**config.mk**
```make
export PLATFORM = sky130hd
export DESIGN_NAME = port_c_d_alternate_override
export DESIGN_NICKNAME = d
export VERILOG_FILES = /design/src/shared/pin_override_pkg.sv /design/src/core/port_c_d_alternate_override.sv
export SDC_FILE = /design/constraint.sdc
export NUM_CORES = 1
export LEC_CHECK = 0
export ABC_AREA = 1
export BUFFER_PORTS_ARGS = -buffer_cell sky130_fd_sc_hd__buf_2
export CELL_PAD_IN_SITES_DETAIL_PLACEMENT = 2
export CELL_PAD_IN_SITES_GLOBAL_PLACEMENT = 2
export CORE_ASPECT_RATIO = 0.7
export CORE_MARGIN = 2
export CORE_UTILIZATION = 27
export DETAILED_ROUTE_END_ITERATION = 16
export HOLD_SLACK_MARGIN = 0.05
export PLACE_DENSITY_LB_ADDON = 0.1
export SLEW_MARGIN = 20
export SYNTH_ARGS = -nofsm -noshare
export SYNTH_HDL_FRONTEND = slang
export SYNTH_SLANG_ARGS = --single-unit
```
**constraint.sdc**
```tcl
create_clock -name aclk -period 1.7 [get_ports aclk]
set_input_delay 0.34 -clock aclk [delete_from_list [all_inputs] [get_ports aclk]]
set_output_delay 0.34 -clock aclk [all_outputs]
set_load 0.01 [all_outputs]
```
**src/shared/pin_override_pkg.sv**
```systemverilog
// Purpose: constants and carriers for the port C/D pin override block
// Assumes: 32-bit AXI4-Lite register slave, byte addresses below
// Notes:
// Notes on behaviour
// - Test data out driven only in shift states
// - Test enable takes port C bits 7..4
// - Bit 5 pin steers the TAP state machine
// - TAP sequenced only on test clock edges
// - Bit 6 value: test data out, else address 14
// - Memory enable drives address below mask threshold
// - Input enable from pin-change mask or test enable
// - Port C inputs feed pin-change inputs 8..15
// - Port D bit 7 carries read strobe
// - Port D bit 6 carries write strobe
// - Timer oscillator select frees bit 5 from port
// - Timer oscillator select frees bit 4 from port
// - USART0 clock pin direction follows bit 4 direction
// - Timer1 compare A on bit 5 needs output direction
// - Compare A on bit 4 needs output direction
// - Test pin pull-ups on bits 7, 5 and 4 stay on during reset
package pin_override_pkg;

  // Register byte addresses
  localparam logic [7:0] CTRL_ADDR = 8'h00;
  localparam logic [7:0] MASK_ADDR = 8'h04;
  localparam logic [7:0] STAT_ADDR = 8'h08;

  // Bus responses
  localparam logic [1:0] RESP_OKAY   = 2'h0;
  localparam logic [1:0] RESP_SLVERR = 2'h2;

  // Address-mask thresholds, one nibble per port C bit (bit 0 lowest)
  localparam logic [31:0] MASK_THRESH = 32'h1234_5677;

  // Port C test pin positions
  localparam int TDI_BIT = 7;
  localparam int TDO_BIT = 6;
  localparam int TMS_BIT = 5;
  localparam int TCK_BIT = 4;
  localparam logic [7:0] TEST_PINS = 8'hf0;

  // Instruction register, then control and mask register reset values
  localparam int IR_W = 4;
  localparam logic [3:0] IR_CAPTURE = 4'h1;
  localparam logic [7:0] CTRL_RESET = 8'h00;
  localparam logic [7:0] MASK_RESET = 8'h00;

  typedef enum logic [3:0] {
    TAP_RESET   = 4'b0000,
    TAP_IDLE    = 4'b0001,
    TAP_SEL_DR  = 4'b0010,
    TAP_CAP_DR  = 4'b0011,
    TAP_SH_DR   = 4'b0100,
    TAP_EX1_DR  = 4'b0101,
    TAP_PAU_DR  = 4'b0110,
    TAP_EX2_DR  = 4'b0111,
    TAP_UPD_DR  = 4'b1000,
    TAP_SEL_IR  = 4'b1001,
    TAP_CAP_IR  = 4'b1010,
    TAP_SH_IR   = 4'b1011,
    TAP_EX1_IR  = 4'b1100,
    TAP_PAU_IR  = 4'b1101,
    TAP_EX2_IR  = 4'b1110,
    TAP_UPD_IR  = 4'b1111
  } tap_state_type;

  // Control register fields, bit 7 downward
  typedef struct packed {
    logic       pad;
    logic       usart0_sync_mode;
    logic       async_timer_clock_select;
    logic       pin_change_group1_enable;
    logic [2:0] ext_addr_mask_field;
    logic       ext_mem_enable;
  } ctrl_type;

  // Override set for the eight port C pins
  typedef struct packed {
    logic [7:0] pullup_override_enable;
    logic [7:0] pullup_override_value;
    logic [7:0] direction_override_enable;
    logic [7:0] direction_override_value;
    logic [7:0] out_value_override_enable;
    logic [7:0] out_value_override_value;
    logic [7:0] input_en_override_enable;
    logic [7:0] input_en_override_value;
  } pc_override_type;

  // Override set for port D bits 7..4 (index 3 is bit 7)
  typedef struct packed {
    logic [3:0] pullup_override_enable;
    logic [3:0] pullup_override_value;
    logic [3:0] direction_override_enable;
    logic [3:0] direction_override_value;
    logic [3:0] out_value_override_enable;
    logic [3:0] out_value_override_value;
    logic [3:0] input_en_override_enable;
    logic [3:0] input_en_override_value;
  } pd_override_type;

endpackage

```
**src/core/port_c_d_alternate_override.sv**
```systemverilog
// Purpose: pin override logic for port C and port D bits 7..4
// Assumes: aclk 10 MHz, synchronous active-low reset, AXI4-Lite slave
// Notes: test clock is sampled, so it must run well below aclk / 4
//
// The placing of the registers and the AXI4-Lite interface to the registers were left to the implementer.
module port_c_d_alternate_override (
  input  wire logic                             aclk,
  input  wire logic                             aresetn,
  input  wire logic [7:0]                       awaddr,
  input  wire logic                             awvalid,
  output logic                                  awready,
  input  wire logic [31:0]                      wdata,
  input  wire logic [3:0]                       wstrb,
  input  wire logic                             wvalid,
  output logic                                  wready,
  output logic [1:0]                            bresp,
  output logic                                  bvalid,
  input  wire logic                             bready,
  input  wire logic [7:0]                       araddr,
  input  wire logic                             arvalid,
  output logic                                  arready,
  output logic [31:0]                           rdata,
  output logic [1:0]                            rresp,
  output logic                                  rvalid,
  input  wire logic                             rready,
  input  wire logic                             test_iface_enable,
  input  wire logic [7:0]                       portc_pin_in,
  input  wire logic                             portd_bit4_pin_in,
  input  wire logic                             portd_bit4_direction,
  input  wire logic                             portd_bit5_direction,
  input  wire logic [7:0]                       ext_addr_hi,
  input  wire logic                             ext_read_strobe,
  input  wire logic                             ext_write_strobe,
  input  wire logic                             timer1_compare_a_out,
  input  wire logic                             timer1_compare_a_en,
  input  wire logic                             timer3_compare_a_out,
  input  wire logic                             timer3_compare_a_en,
  input  wire logic                             usart0_clock_out,
  output pin_override_pkg::pc_override_type     portc_override,
  output pin_override_pkg::pd_override_type     portd_override,
  output logic [15:8]                           pin_change_input,
  output logic                                  usart0_sync_clock_in,
  output logic                                  timer_osc_pins_connect
);

  typedef struct packed {
    logic [7:0]                       pin_s1;
    logic [7:0]                       pin_s2;
    logic                             pd4_s1;
    logic                             pd4_s2;
    logic                             fuse_s1;
    logic                             fuse_s2;
    logic                             tck_prev;
    pin_override_pkg::tap_state_type  tap;
    logic [3:0]                       ir;
    logic                             bypass;
    logic                             tdo;
    pin_override_pkg::ctrl_type       ctrl;
    logic [7:0]                       mask;
    logic                             aw_full;
    logic [7:0]                       aw_addr;
    logic                             w_full;
    logic [7:0]                       w_data;
    logic                             w_lane0;
    logic                             bvalid;
    logic [1:0]                       bresp;
    logic                             rvalid;
    logic [31:0]                      rdata;
    logic [1:0]                       rresp;
    pin_override_pkg::pc_override_type pc;
    pin_override_pkg::pd_override_type pd;
    logic [7:0]                       pcint;
    logic                             xck_in;
  } state_type;

  state_type state;
  state_type next_state;

  // Reset image; fuse sampling keeps running so test pull-ups stay on
  function automatic state_type reset_image(input logic fuse_raw,
                                            input logic fuse_s1, fuse_s2);
    state_type r;
    r = '0;
    r.fuse_s1 = fuse_raw;
    r.fuse_s2 = fuse_s1;
    r.tap = pin_override_pkg::TAP_RESET;
    r.ctrl = pin_override_pkg::CTRL_RESET;
    r.mask = pin_override_pkg::MASK_RESET;
    r.pc.pullup_override_enable[7] = fuse_s2;
    r.pc.pullup_override_value[7]  = fuse_s2;
    r.pc.pullup_override_enable[5] = fuse_s2;
    r.pc.pullup_override_value[5]  = fuse_s2;
    r.pc.pullup_override_enable[4] = fuse_s2;
    r.pc.pullup_override_value[4]  = fuse_s2;
    return r;
  endfunction

  // TAP walk on the test-mode-select level; Exit2 with TMS high goes to Exit1, not Update
  function automatic pin_override_pkg::tap_state_type tap_step(
      input pin_override_pkg::tap_state_type s, input logic tms);
    pin_override_pkg::tap_state_type n;
    n = s;
    unique case (s)
      pin_override_pkg::TAP_RESET:
        n = tms ? pin_override_pkg::TAP_RESET : pin_override_pkg::TAP_IDLE;
      pin_override_pkg::TAP_IDLE, pin_override_pkg::TAP_UPD_DR,
      pin_override_pkg::TAP_UPD_IR:
        n = tms ? pin_override_pkg::TAP_SEL_DR : pin_override_pkg::TAP_IDLE;
      pin_override_pkg::TAP_SEL_DR:
        n = tms ? pin_override_pkg::TAP_SEL_IR : pin_override_pkg::TAP_CAP_DR;
      pin_override_pkg::TAP_CAP_DR, pin_override_pkg::TAP_SH_DR,
      pin_override_pkg::TAP_EX2_DR:
        n = tms ? pin_override_pkg::TAP_EX1_DR : pin_override_pkg::TAP_SH_DR;
      pin_override_pkg::TAP_EX1_DR:
        n = tms ? pin_override_pkg::TAP_UPD_DR : pin_override_pkg::TAP_PAU_DR;
      pin_override_pkg::TAP_PAU_DR:
        n = tms ? pin_override_pkg::TAP_EX2_DR : pin_override_pkg::TAP_PAU_DR;
      pin_override_pkg::TAP_SEL_IR:
        n = tms ? pin_override_pkg::TAP_RESET : pin_override_pkg::TAP_CAP_IR;
      pin_override_pkg::TAP_CAP_IR, pin_override_pkg::TAP_SH_IR,
      pin_override_pkg::TAP_EX2_IR:
        n = tms ? pin_override_pkg::TAP_EX1_IR : pin_override_pkg::TAP_SH_IR;
      pin_override_pkg::TAP_EX1_IR:
        n = tms ? pin_override_pkg::TAP_UPD_IR : pin_override_pkg::TAP_PAU_IR;
      pin_override_pkg::TAP_PAU_IR:
        n = tms ? pin_override_pkg::TAP_EX2_IR : pin_override_pkg::TAP_PAU_IR;
    endcase
    return n;
  endfunction

  logic jt;
  logic tck_rise;
  logic tck_fall;
  logic tap_instr_shift_state;
  logic tap_data_shift_state;
  logic [7:0] addr_drive;

  // Decoded test state, taken from synchronised pins only
  assign jt = state.fuse_s2;
  assign tck_rise = state.pin_s2[pin_override_pkg::TCK_BIT]
                    & ~state.tck_prev;
  assign tck_fall = ~state.pin_s2[pin_override_pkg::TCK_BIT]
                    & state.tck_prev;
  assign tap_instr_shift_state = state.tap == pin_override_pkg::TAP_SH_IR;
  assign tap_data_shift_state = state.tap == pin_override_pkg::TAP_SH_DR;

  // Per-bit address ownership against the mask threshold
  always_comb begin
    for (int k = 0; k < 8; k++) begin
      addr_drive[k] = state.ctrl.ext_mem_enable
        & ({1'b0, state.ctrl.ext_addr_mask_field}
           < pin_override_pkg::MASK_THRESH[4*k +: 4]);
    end
  end

  // All next-state logic
  always_comb begin
    logic       wr_go;
    logic [7:0] wa;
    logic [7:0] ra;
    wr_go = 1'b0;
    wa = 8'h00;
    ra = 8'h00;
    next_state = state;
    next_state.pin_s1 = portc_pin_in;
    next_state.pin_s2 = state.pin_s1;
    next_state.pd4_s1 = portd_bit4_pin_in;
    next_state.pd4_s2 = state.pd4_s1;
    next_state.fuse_s1 = test_iface_enable;
    next_state.fuse_s2 = state.fuse_s1;
    next_state.tck_prev = state.pin_s2[pin_override_pkg::TCK_BIT];

    // TAP advances only on test clock edges; held reset when disabled
    if (!jt) begin
      next_state.tap = pin_override_pkg::TAP_RESET;
    end else if (tck_rise) begin
      next_state.tap = tap_step(state.tap,
        state.pin_s2[pin_override_pkg::TMS_BIT]);
      if (state.tap == pin_override_pkg::TAP_CAP_IR) begin
        next_state.ir = pin_override_pkg::IR_CAPTURE;
      end
      if (tap_instr_shift_state) begin
        next_state.ir = {state.pin_s2[pin_override_pkg::TDI_BIT],
                         state.ir[pin_override_pkg::IR_W-1:1]};
      end
      if (state.tap == pin_override_pkg::TAP_CAP_DR) begin
        next_state.bypass = 1'b0;
      end
      if (tap_data_shift_state) begin
        next_state.bypass = state.pin_s2[pin_override_pkg::TDI_BIT];
      end
    end
    // Serial data leaves on the falling test clock edge
    if (jt && tck_fall) begin
      next_state.tdo = tap_instr_shift_state ? state.ir[0] : state.bypass;
    end

    // Write channel: address and data taken in either order
    if (awvalid && !state.aw_full && !state.bvalid) begin
      next_state.aw_full = 1'b1;
      next_state.aw_addr = awaddr;
    end
    if (wvalid && !state.w_full && !state.bvalid) begin
      next_state.w_full = 1'b1;
      next_state.w_data = wdata[7:0];
      next_state.w_lane0 = wstrb[0];
    end
    if (state.aw_full && state.w_full) begin
      wr_go = 1'b1;
      wa = state.aw_addr;
      next_state.aw_full = 1'b0;
      next_state.w_full = 1'b0;
      next_state.bvalid = 1'b1;
      next_state.bresp = pin_override_pkg::RESP_OKAY;
    end
    if (wr_go && wa == pin_override_pkg::CTRL_ADDR) begin
      if (state.w_lane0) next_state.ctrl = state.w_data;
    end else if (wr_go && wa == pin_override_pkg::MASK_ADDR) begin
      if (state.w_lane0) next_state.mask = state.w_data;
    end else if (wr_go && wa != pin_override_pkg::STAT_ADDR) begin
      next_state.bresp = pin_override_pkg::RESP_SLVERR;
    end
    if (state.bvalid && bready) next_state.bvalid = 1'b0;

    // Read channel, answer one cycle after address
    if (arvalid && !state.rvalid) begin
      ra = araddr;
      next_state.rvalid = 1'b1;
      next_state.rresp = pin_override_pkg::RESP_OKAY;
      next_state.rdata = 32'h0000_0000;
      if (ra == pin_override_pkg::CTRL_ADDR) begin
        next_state.rdata[7:0] = state.ctrl;
      end else if (ra == pin_override_pkg::MASK_ADDR) begin
        next_state.rdata[7:0] = state.mask;
      end else if (ra == pin_override_pkg::STAT_ADDR) begin
        next_state.rdata[7:0] = state.pcint;
        next_state.rdata[11:8] = state.tap;
        next_state.rdata[12] = jt;
      end else begin
        next_state.rresp = pin_override_pkg::RESP_SLVERR;
      end
    end else if (state.rvalid && rready) begin
      next_state.rvalid = 1'b0;
    end

    // Port C overrides: address bus first, test pins on top
    next_state.pc.pullup_override_enable = addr_drive
      | (jt ? pin_override_pkg::TEST_PINS : 8'h00);
    next_state.pc.pullup_override_value =
      jt ? pin_override_pkg::TEST_PINS : 8'h00;
    next_state.pc.direction_override_enable = addr_drive
      | (jt ? pin_override_pkg::TEST_PINS : 8'h00);
    // Test pins in; bit 6 drives only in shift states, else pulled high
    next_state.pc.direction_override_value =
      jt ? {1'b0, tap_instr_shift_state | tap_data_shift_state, 6'h0f} : 8'hff;
    next_state.pc.out_value_override_enable = jt
      ? {1'b0, 1'b1, 6'h00} | (addr_drive & 8'h0f)
      : addr_drive;
    next_state.pc.out_value_override_value = ext_addr_hi;
    next_state.pc.out_value_override_value[pin_override_pkg::TDO_BIT] =
      jt ? state.tdo : ext_addr_hi[6];
    next_state.pc.input_en_override_enable =
      (state.ctrl.pin_change_group1_enable ? state.mask : 8'h00)
      | (jt ? pin_override_pkg::TEST_PINS : 8'h00);
    next_state.pc.input_en_override_value = 8'hff;
    next_state.pcint = state.pin_s2;

    // Port D bits 7..4
    next_state.pd.pullup_override_enable = {
      {2{state.ctrl.ext_mem_enable}},
      {2{state.ctrl.async_timer_clock_select}}};
    next_state.pd.pullup_override_value = 4'h0;
    next_state.pd.direction_override_enable =
      next_state.pd.pullup_override_enable;
    next_state.pd.direction_override_value = 4'b1100;
    next_state.pd.out_value_override_enable = {
      {2{state.ctrl.ext_mem_enable}},
      ~state.ctrl.async_timer_clock_select & timer1_compare_a_en
        & portd_bit5_direction,
      ~state.ctrl.async_timer_clock_select & portd_bit4_direction
        & (state.ctrl.usart0_sync_mode
           | timer3_compare_a_en)};
    next_state.pd.out_value_override_value = {
      ext_read_strobe, ext_write_strobe,
      timer1_compare_a_out,
      state.ctrl.usart0_sync_mode ? usart0_clock_out
                                  : timer3_compare_a_out};
    // Digital input cut while the oscillator owns the pins
    next_state.pd.input_en_override_enable = {2'b00,
      {2{state.ctrl.async_timer_clock_select}}};
    next_state.pd.input_en_override_value = 4'h0;
    next_state.xck_in = state.ctrl.usart0_sync_mode & ~portd_bit4_direction
      & ~state.ctrl.async_timer_clock_select
      & state.pd4_s2;
  end

  // Single state register
  always_ff @(posedge aclk) begin
    if (!aresetn) begin
      state <= reset_image(test_iface_enable, state.fuse_s1, state.fuse_s2);
    end else begin
      state <= next_state;
    end
  end

  // Outputs
  assign awready = ~state.aw_full & ~state.bvalid;
  assign wready = ~state.w_full & ~state.bvalid;
  assign bvalid = state.bvalid;
  assign bresp = state.bresp;
  assign arready = ~state.rvalid;
  assign rvalid = state.rvalid;
  assign rdata = state.rdata;
  assign rresp = state.rresp;
  assign portc_override = state.pc;
  assign portd_override = state.pd;
  assign pin_change_input = state.pcint;
  assign usart0_sync_clock_in = state.xck_in;
  assign timer_osc_pins_connect = state.ctrl.async_timer_clock_select;
endmodule

```
==> results of run 1 <==
how the worst max path moves through the flow:
stage	endpoint	slack, ps	depth (start not counted)
2_1_floorplan	state[171]$_SDFFE_PN0P_	510	6
3_5_place_dp	rdata[6]$_SDFFE_PN0P_	100	8
6_report	state[183]$_SDFFE_PN0P_	190	7
5_1_grt	state[187]$_SDFFE_PN0P_	6	7
4_1_cts	state[180]$_SDFFE_PN0P_	160	6
3_3_place_gp	rdata[3]$_SDFFE_PN0P_	170	8
logic make-up (layout without fill, tap and decap cells):
logic type	Yosys count	in the layout	synth area share, %
other	1	37	0.06279
buffers and inverters	247	301	24.91
AND/OR/NAND/NOR	275	275	20.53
AO/OA/AOI/OAI	97	97	9.239
flip-flops	135	135	45.25
power breakdown:
group          leakage (uW)  internal, uW  total (uW)  switching, uW
Sequential          0.00111          3290        3360           74.1
Clock              0.000288          2330        3770           1430
Combinational       0.00210           210         593            383
Total               0.00350          5830        7720           1890
layout make-up:
cell class / instances / area [um^2]
Clock buffer: 19 / 442.9
Multi-Input combinational cell: 408 / 1913
Sequential cell: 135 / 2704
Clock inverter: 13 / 155.1
Antenna cell: 1 / 2.502
Inverter: 86 / 329.1
Timing Repair Buffer: 183 / 965.9
Fill cell: 2561 / 14810
Tap cell: 282 / 352.8
what timing repair did:
action,CTS,global route
resized for setup,0,1
hold endpoints to repair,1,0
hold buffers,1,0
setup endpoints to repair,0,1
metrics by stage:
stage          hold WS (ps)  util (%)  cell area [um^2]  setup slack [ps]  total power [uW]
4_1_cts               74.75     31.65              6862             159.6              7879
5_1_grt               80.94     31.66              6863             6.083              8101
3_5_place_dp          314.3     28.85              6254             98.71              4040
2_1_floorplan         309.6         -              6103             506.5              3908
6_report              94.69     31.67              6865             191.4              7723
3_3_place_gp          320.0     28.85              6254             174.0              4010
state kept, by name, summed over array words and instances, names as in the netlist, 8 cells and up, named ones only:
signal	cells
pin_change_input	8
portc_override	35
rdata	13
next_state	19
portd_override	8
state	44
critical path: stages (launching register included):
cell,delay [ps]
dfxtp_1,570
inv_2,120
nor2_2,130
nand2_1,110
nor2_2,170
inv_1,120
nand3_1,90
o21ai_0,90
per-layer routing:
metal / GRT usage (%) / routed length, um / vias to the layer above
met4: 4.209 / 162 / 4
met5: 0 / 27 / -
met3: 5.265 / 967 / 16
li1: - / - / 2329
met1: 17.60 / 7598 / 2319
met2: 26.17 / 8292 / 106
synthesized netlist by cell type:
cell / count
inv_1: 74
nand3b_1: 1
nor2_1: 87
a211o_1: 1
nand2_2: 3
nor2_4: 2
nor2_2: 8
dfxtp_1: 135
nand3_4: 2
a22o_1: 1
nor4_4: 1
inv_2: 6
nand4_1: 1
nor3_1: 1
clkbuf_1: 9
a211oi_2: 1
buf_6: 1
nand2_4: 1
o21a_1: 2
buf_2: 8
o21ai_1: 3
nand2_1: 114
buf_4: 143
a211oi_1: 2
nor3_4: 1
a21oi_2: 7
clkinv_4: 1
nand4_2: 1
nor4_1: 1
and2_4: 1
clkinv_1: 4
nand3_1: 50
a21oi_1: 33
clkinv_2: 1
o31ai_1: 2
o21ai_2: 2
o21ai_0: 41
a31oi_1: 2
conb_1: 1
layout by cell type (no fill, tap or decap), types with 4 or more instances in the layout:
| master | instances |
|---|---|
| a21oi_1 | 33 |
| a21oi_2 | 7 |
| buf_2 | 169 |
| buf_4 | 12 |
| clkbuf_16 | 17 |
| clkinv_1 | 4 |
| clkinv_2 | 6 |
| conb_1 | 36 |
| dfxtp_1 | 134 |
| inv_1 | 74 |
| inv_2 | 6 |
| nand2_1 | 114 |
| nand3_1 | 50 |
| nor2_1 | 87 |
| nor2_2 | 8 |
| o21ai_0 | 41 |
==> impl_metrics.tcl, run 1 <==
set metrics [dict create \
    outcome "complete, no violations" \
    postCtsSetupBuffers 0 \
    yosys-top-cells-area "dfxtp_1 (45%), buf_4 (18%), nand2_1 (7.2%)" \
    cts_tree "yes" \
    ir_drop_uv 514.2 \
    grt.total_usage_pct 15.00 \
    clkSinkCount 135 \
    num_vias 4774 \
    wire_per_inst_um 15.13 \
    gp_congestion 0.7635 \
    hold_path_class "in -> reg" \
    grt_pass1_vias 5133 \
    finalHoldViolCount 0 \
    fin_worst_skew_ps 6.338 \
    area_growth_pct 14.96 \
    syn_area_mm2 0.005972 \
    max_clock_freq_mhz 662.9 \
    ys_seq_area_share_pct 45.25 \
    ys_warn_count 0 \
    cp-startpoint "state[187]$_SDFFE_PN0P_" \
    pin_count 233 \
    numPlacedInstances 1093 \
    core.rowCount 45 \
    criticalPathCategory "reg -> reg" \
    cp_max_fo 9 \
    portBuffers 169 \
    leakage_uw 0.003501 \
    startpoint_type "flop" \
    ys_types 39 \
    synth_cells 755 \
    cts_inserted_buffers 17 \
    yosysTopAreaCellShare_pct 45.25 \
    cp-end-kind "flop" \
    crit_arrival_ps 1810 \
    grt_overflow 0 \
    rrSetupSlack_ps 190 \
    finalSetupViolCount 0 \
    fp.dieW_um 181.8 \
    fp.dieH_um 128.4 \
    r2r-start "state[187]$_SDFFE_PN0P_" \
    synth_seq_cells 135 \
    worstPathRequired_ps 2000 \
    synth_top_area_cell "dfxtp_1" \
    p_per_area_mw_per_mm2 1125 \
    cts_buffer_depth 2 \
    max-cap-violations 0 \
    hold_start "portd_bit4_direction" \
    rsz0062_at_grt "no" \
    first_iter_violations 123 \
    core_mm2 0.02168 \
    grt_max_degree 76 \
    synth_area_per_cell_um2 7.910 \
    fin_crit_sh_pct 88.74 \
    r2r_cells 7 \
    htree_levels 4 \
    wirelength_um 17050 \
    drive_gt1_share_pct 29.86 \
    slew_viol_final 0 \
    period_minus_slack_ps 1509 \
    root_buffer "clkbuf_16" \
    holdPathStages 2 \
    antenna_found_initial 3 \
    vias_per_cell 4.236 \
    clk_latency_ps 420 \
    fin_setup_tns_ps 0 \
    clk_pin_slew_worst_paths_ps 60 \
    nets 917 \
    hold_end "usart0_sync_clock_in$_SDFF_PN0_" \
    drcViolationCount 0 \
    dp_hpwl_um 13100 \
    grt_pass1_wl_um 26990 \
    initial_core_util_pct 27.55 \
    worst_r2r_endpoint "state[183]$_SDFFE_PN0P_" \
    first_pass_iters 4 \
    dieArea_mm2 0.02334 \
    finalNonFillerCells 1127 \
    ant_nets 0 \
]
Power figures use the tool's default switching activity.
==> inputs of run 2 (changes only) <==
clock period = 1.66 ns   (was 1.7 ns; I/O delays follow)
==> impl_metrics.tcl, run 2 (synthesis results as in run 1) <==
set metrics [dict create \
    criticalPathCategory "reg -> reg" \
    gp_congestion 0.7636 \
    slew_viol_final 0 \
    root_buffer "clkbuf_16" \
    holdPathStages 2 \
    first_iter_violations 175 \
    core_mm2 0.02168 \
    fin_crit_sh_pct 90.73 \
    swShare_pct 25.22 \
    final_common_cell "buf_2" \
    crit_arrival_ps 1870 \
    htree_levels 4 \
    cp_max_fo 9 \
    area_growth_pct 15.23 \
    grt_pass1_wl_um 27000 \
    max-cap-violations 0 \
    p_seq_share_pct 43.0 \
    outcome "complete, no violations" \
    whs_ps 74.36 \
    ant_nets 0 \
    cts_inserted_buffers 17 \
    period_minus_slack_ps 1506 \
    nets 917 \
    fin_setup_tns_ps 0 \
    grt_max_degree 76 \
    regMostFlops "state" \
    postCtsSetupBuffers 0 \
    utilization_pct 31.75 \
    crit_top_cell "nand2_1" \
    fp.dieW_um 181.8 \
    drive_gt1_share_pct 29.98 \
    finalSetupViolCount 0 \
    path_cells "inv_2 > nor2_2 > nand2_1 > o21ai_1 > nor2_1 > nand2_1 > nand2_1 > a21oi_1" \
    finalHoldViolCount 0 \
    grt_overflow 0 \
    antenna_found_initial 2 \
    dp_hpwl_um 13100 \
    final_cell_mix "buf_2 (169), dfxtp_1 (134), nand2_1 (114)" \
    clk_latency_ps 430 \
    pin_count 233 \
    first_pass_iters 4 \
    wirelength_um 17120 \
    portBuffers 169 \
    cts_buffer_depth 2 \
    leakage_uw 0.003493 \
    clkSinkCount 135 \
    largest_register_ffs 44 \
    fin_worst_skew_ps 7.061 \
    initial_core_util_pct 27.55 \
    vias_per_cell 4.220 \
    num_vias 4756 \
    cpPeakStageDelay_ps 550 \
    worstPathRequired_ps 2020 \
    p_int_uw 5992 \
    slowest_stage "dfxtp_1" \
    combinationalPowerShare_pct 7.6 \
    wire_per_inst_um 15.19 \
    core.rowCount 45 \
    p_total_uw 8012 \
    dieArea_mm2 0.02334 \
    fp.dieH_um 128.4 \
    p_per_area_mw_per_mm2 1164 \
    grt.total_usage_pct 15.06 \
    r2r_cells 8 \
    ir_drop_uv 685.0 \
    drcViolationCount 0 \
    rsz0062_at_grt "no" \
    clk_pin_slew_worst_paths_ps 60 \
    grt_pass1_vias 5059 \
    cts_tree "yes" \
    max_clock_freq_mhz 664.0 \
    switchingPower_uw 2021 \
    startpoint_type "flop" \
    hold_path_class "in -> reg" \
    pwr-share-clk_pct 49.4 \
    cp-end-kind "flop" \
]
run 2: cell count changes in the layout (fill, tap and decap cells not counted):
cell / before / now
clkbuf_1: 1 / 0
inv_6: 0 / 2
clkinvlp_4: 3 / 6
clkinv_2: 6 / 2
run 2: final timing paths:
kind                           startpoint                       to  slack [ps]
setup / recovery  state[186]$_SDFFE_PN0P_  state[186]$_SDFFE_PN0P_         150
hold reg to reg   next_state[189]$_DFF_P_               jt$_DFF_P_         340
setup reg to reg  state[186]$_SDFFE_PN0P_  state[186]$_SDFFE_PN0P_         150
hold / removal                     bready      bvalid$_SDFFE_PP0N_          70
run 2: routing by layer:
layer  global-route usage [%]  share of wire (%)  vias to the layer above
li1                         -                  -                     2332
met1                    18.43                 46                     2299
met2                    25.29                 48                      104
met3                    4.387                5.0                       19
met4                    5.739                1.3                        2
met5                        0              0.076                        -
run 2: through the flow:
stage	std cells	area (um^2)	worst slack, ps
floorplan	790	6103	466.5
global placement	1093	6254	141.9
detailed placement	1093	6254	23.91
CTS	1126	6878	140.0
global route	1126	6879	5.918
finish	1127	6882	153.9
run 2: area by class of cell:
cell class | count | area, um^2
fill | 2524 | 14800
sequential | 135 | 2704
multi-input combinational | 408 | 1913
timing repair buffer | 183 | 965.9
clock buffer | 18 | 439.2
tap | 282 | 352.8
inverter | 86 | 329.1
clock inverter | 14 | 175.2
antenna | 1 | 2.502
run 2: worst max-delay path: cells and delay by family, from the launching register on:
family | cells | cell delay [ps]
AOI/OAI and AO/OA | 2 | 260
buffers and inverters | 1 | 120
DFF | 1 | 550
and+or+nand+nor | 5 | 500
run 2: power by group through the flow:
stage	clock, uW	combinational (uW)	sequential [uW]
final	3960	610	3440
after global routing	4230	687	3460
after CTS	4070	624	3450
after detailed placement	0	618	3520
after global placement	0	596	3510
after floorplan	0	508	3490
run 2: repair_timing:
action / in CTS / in global routing
hold buffers: 1 / 0
gates resized for setup: 0 / 1
hold endpoints to repair: 1 / 0
setup endpoints to repair: 0 / 1
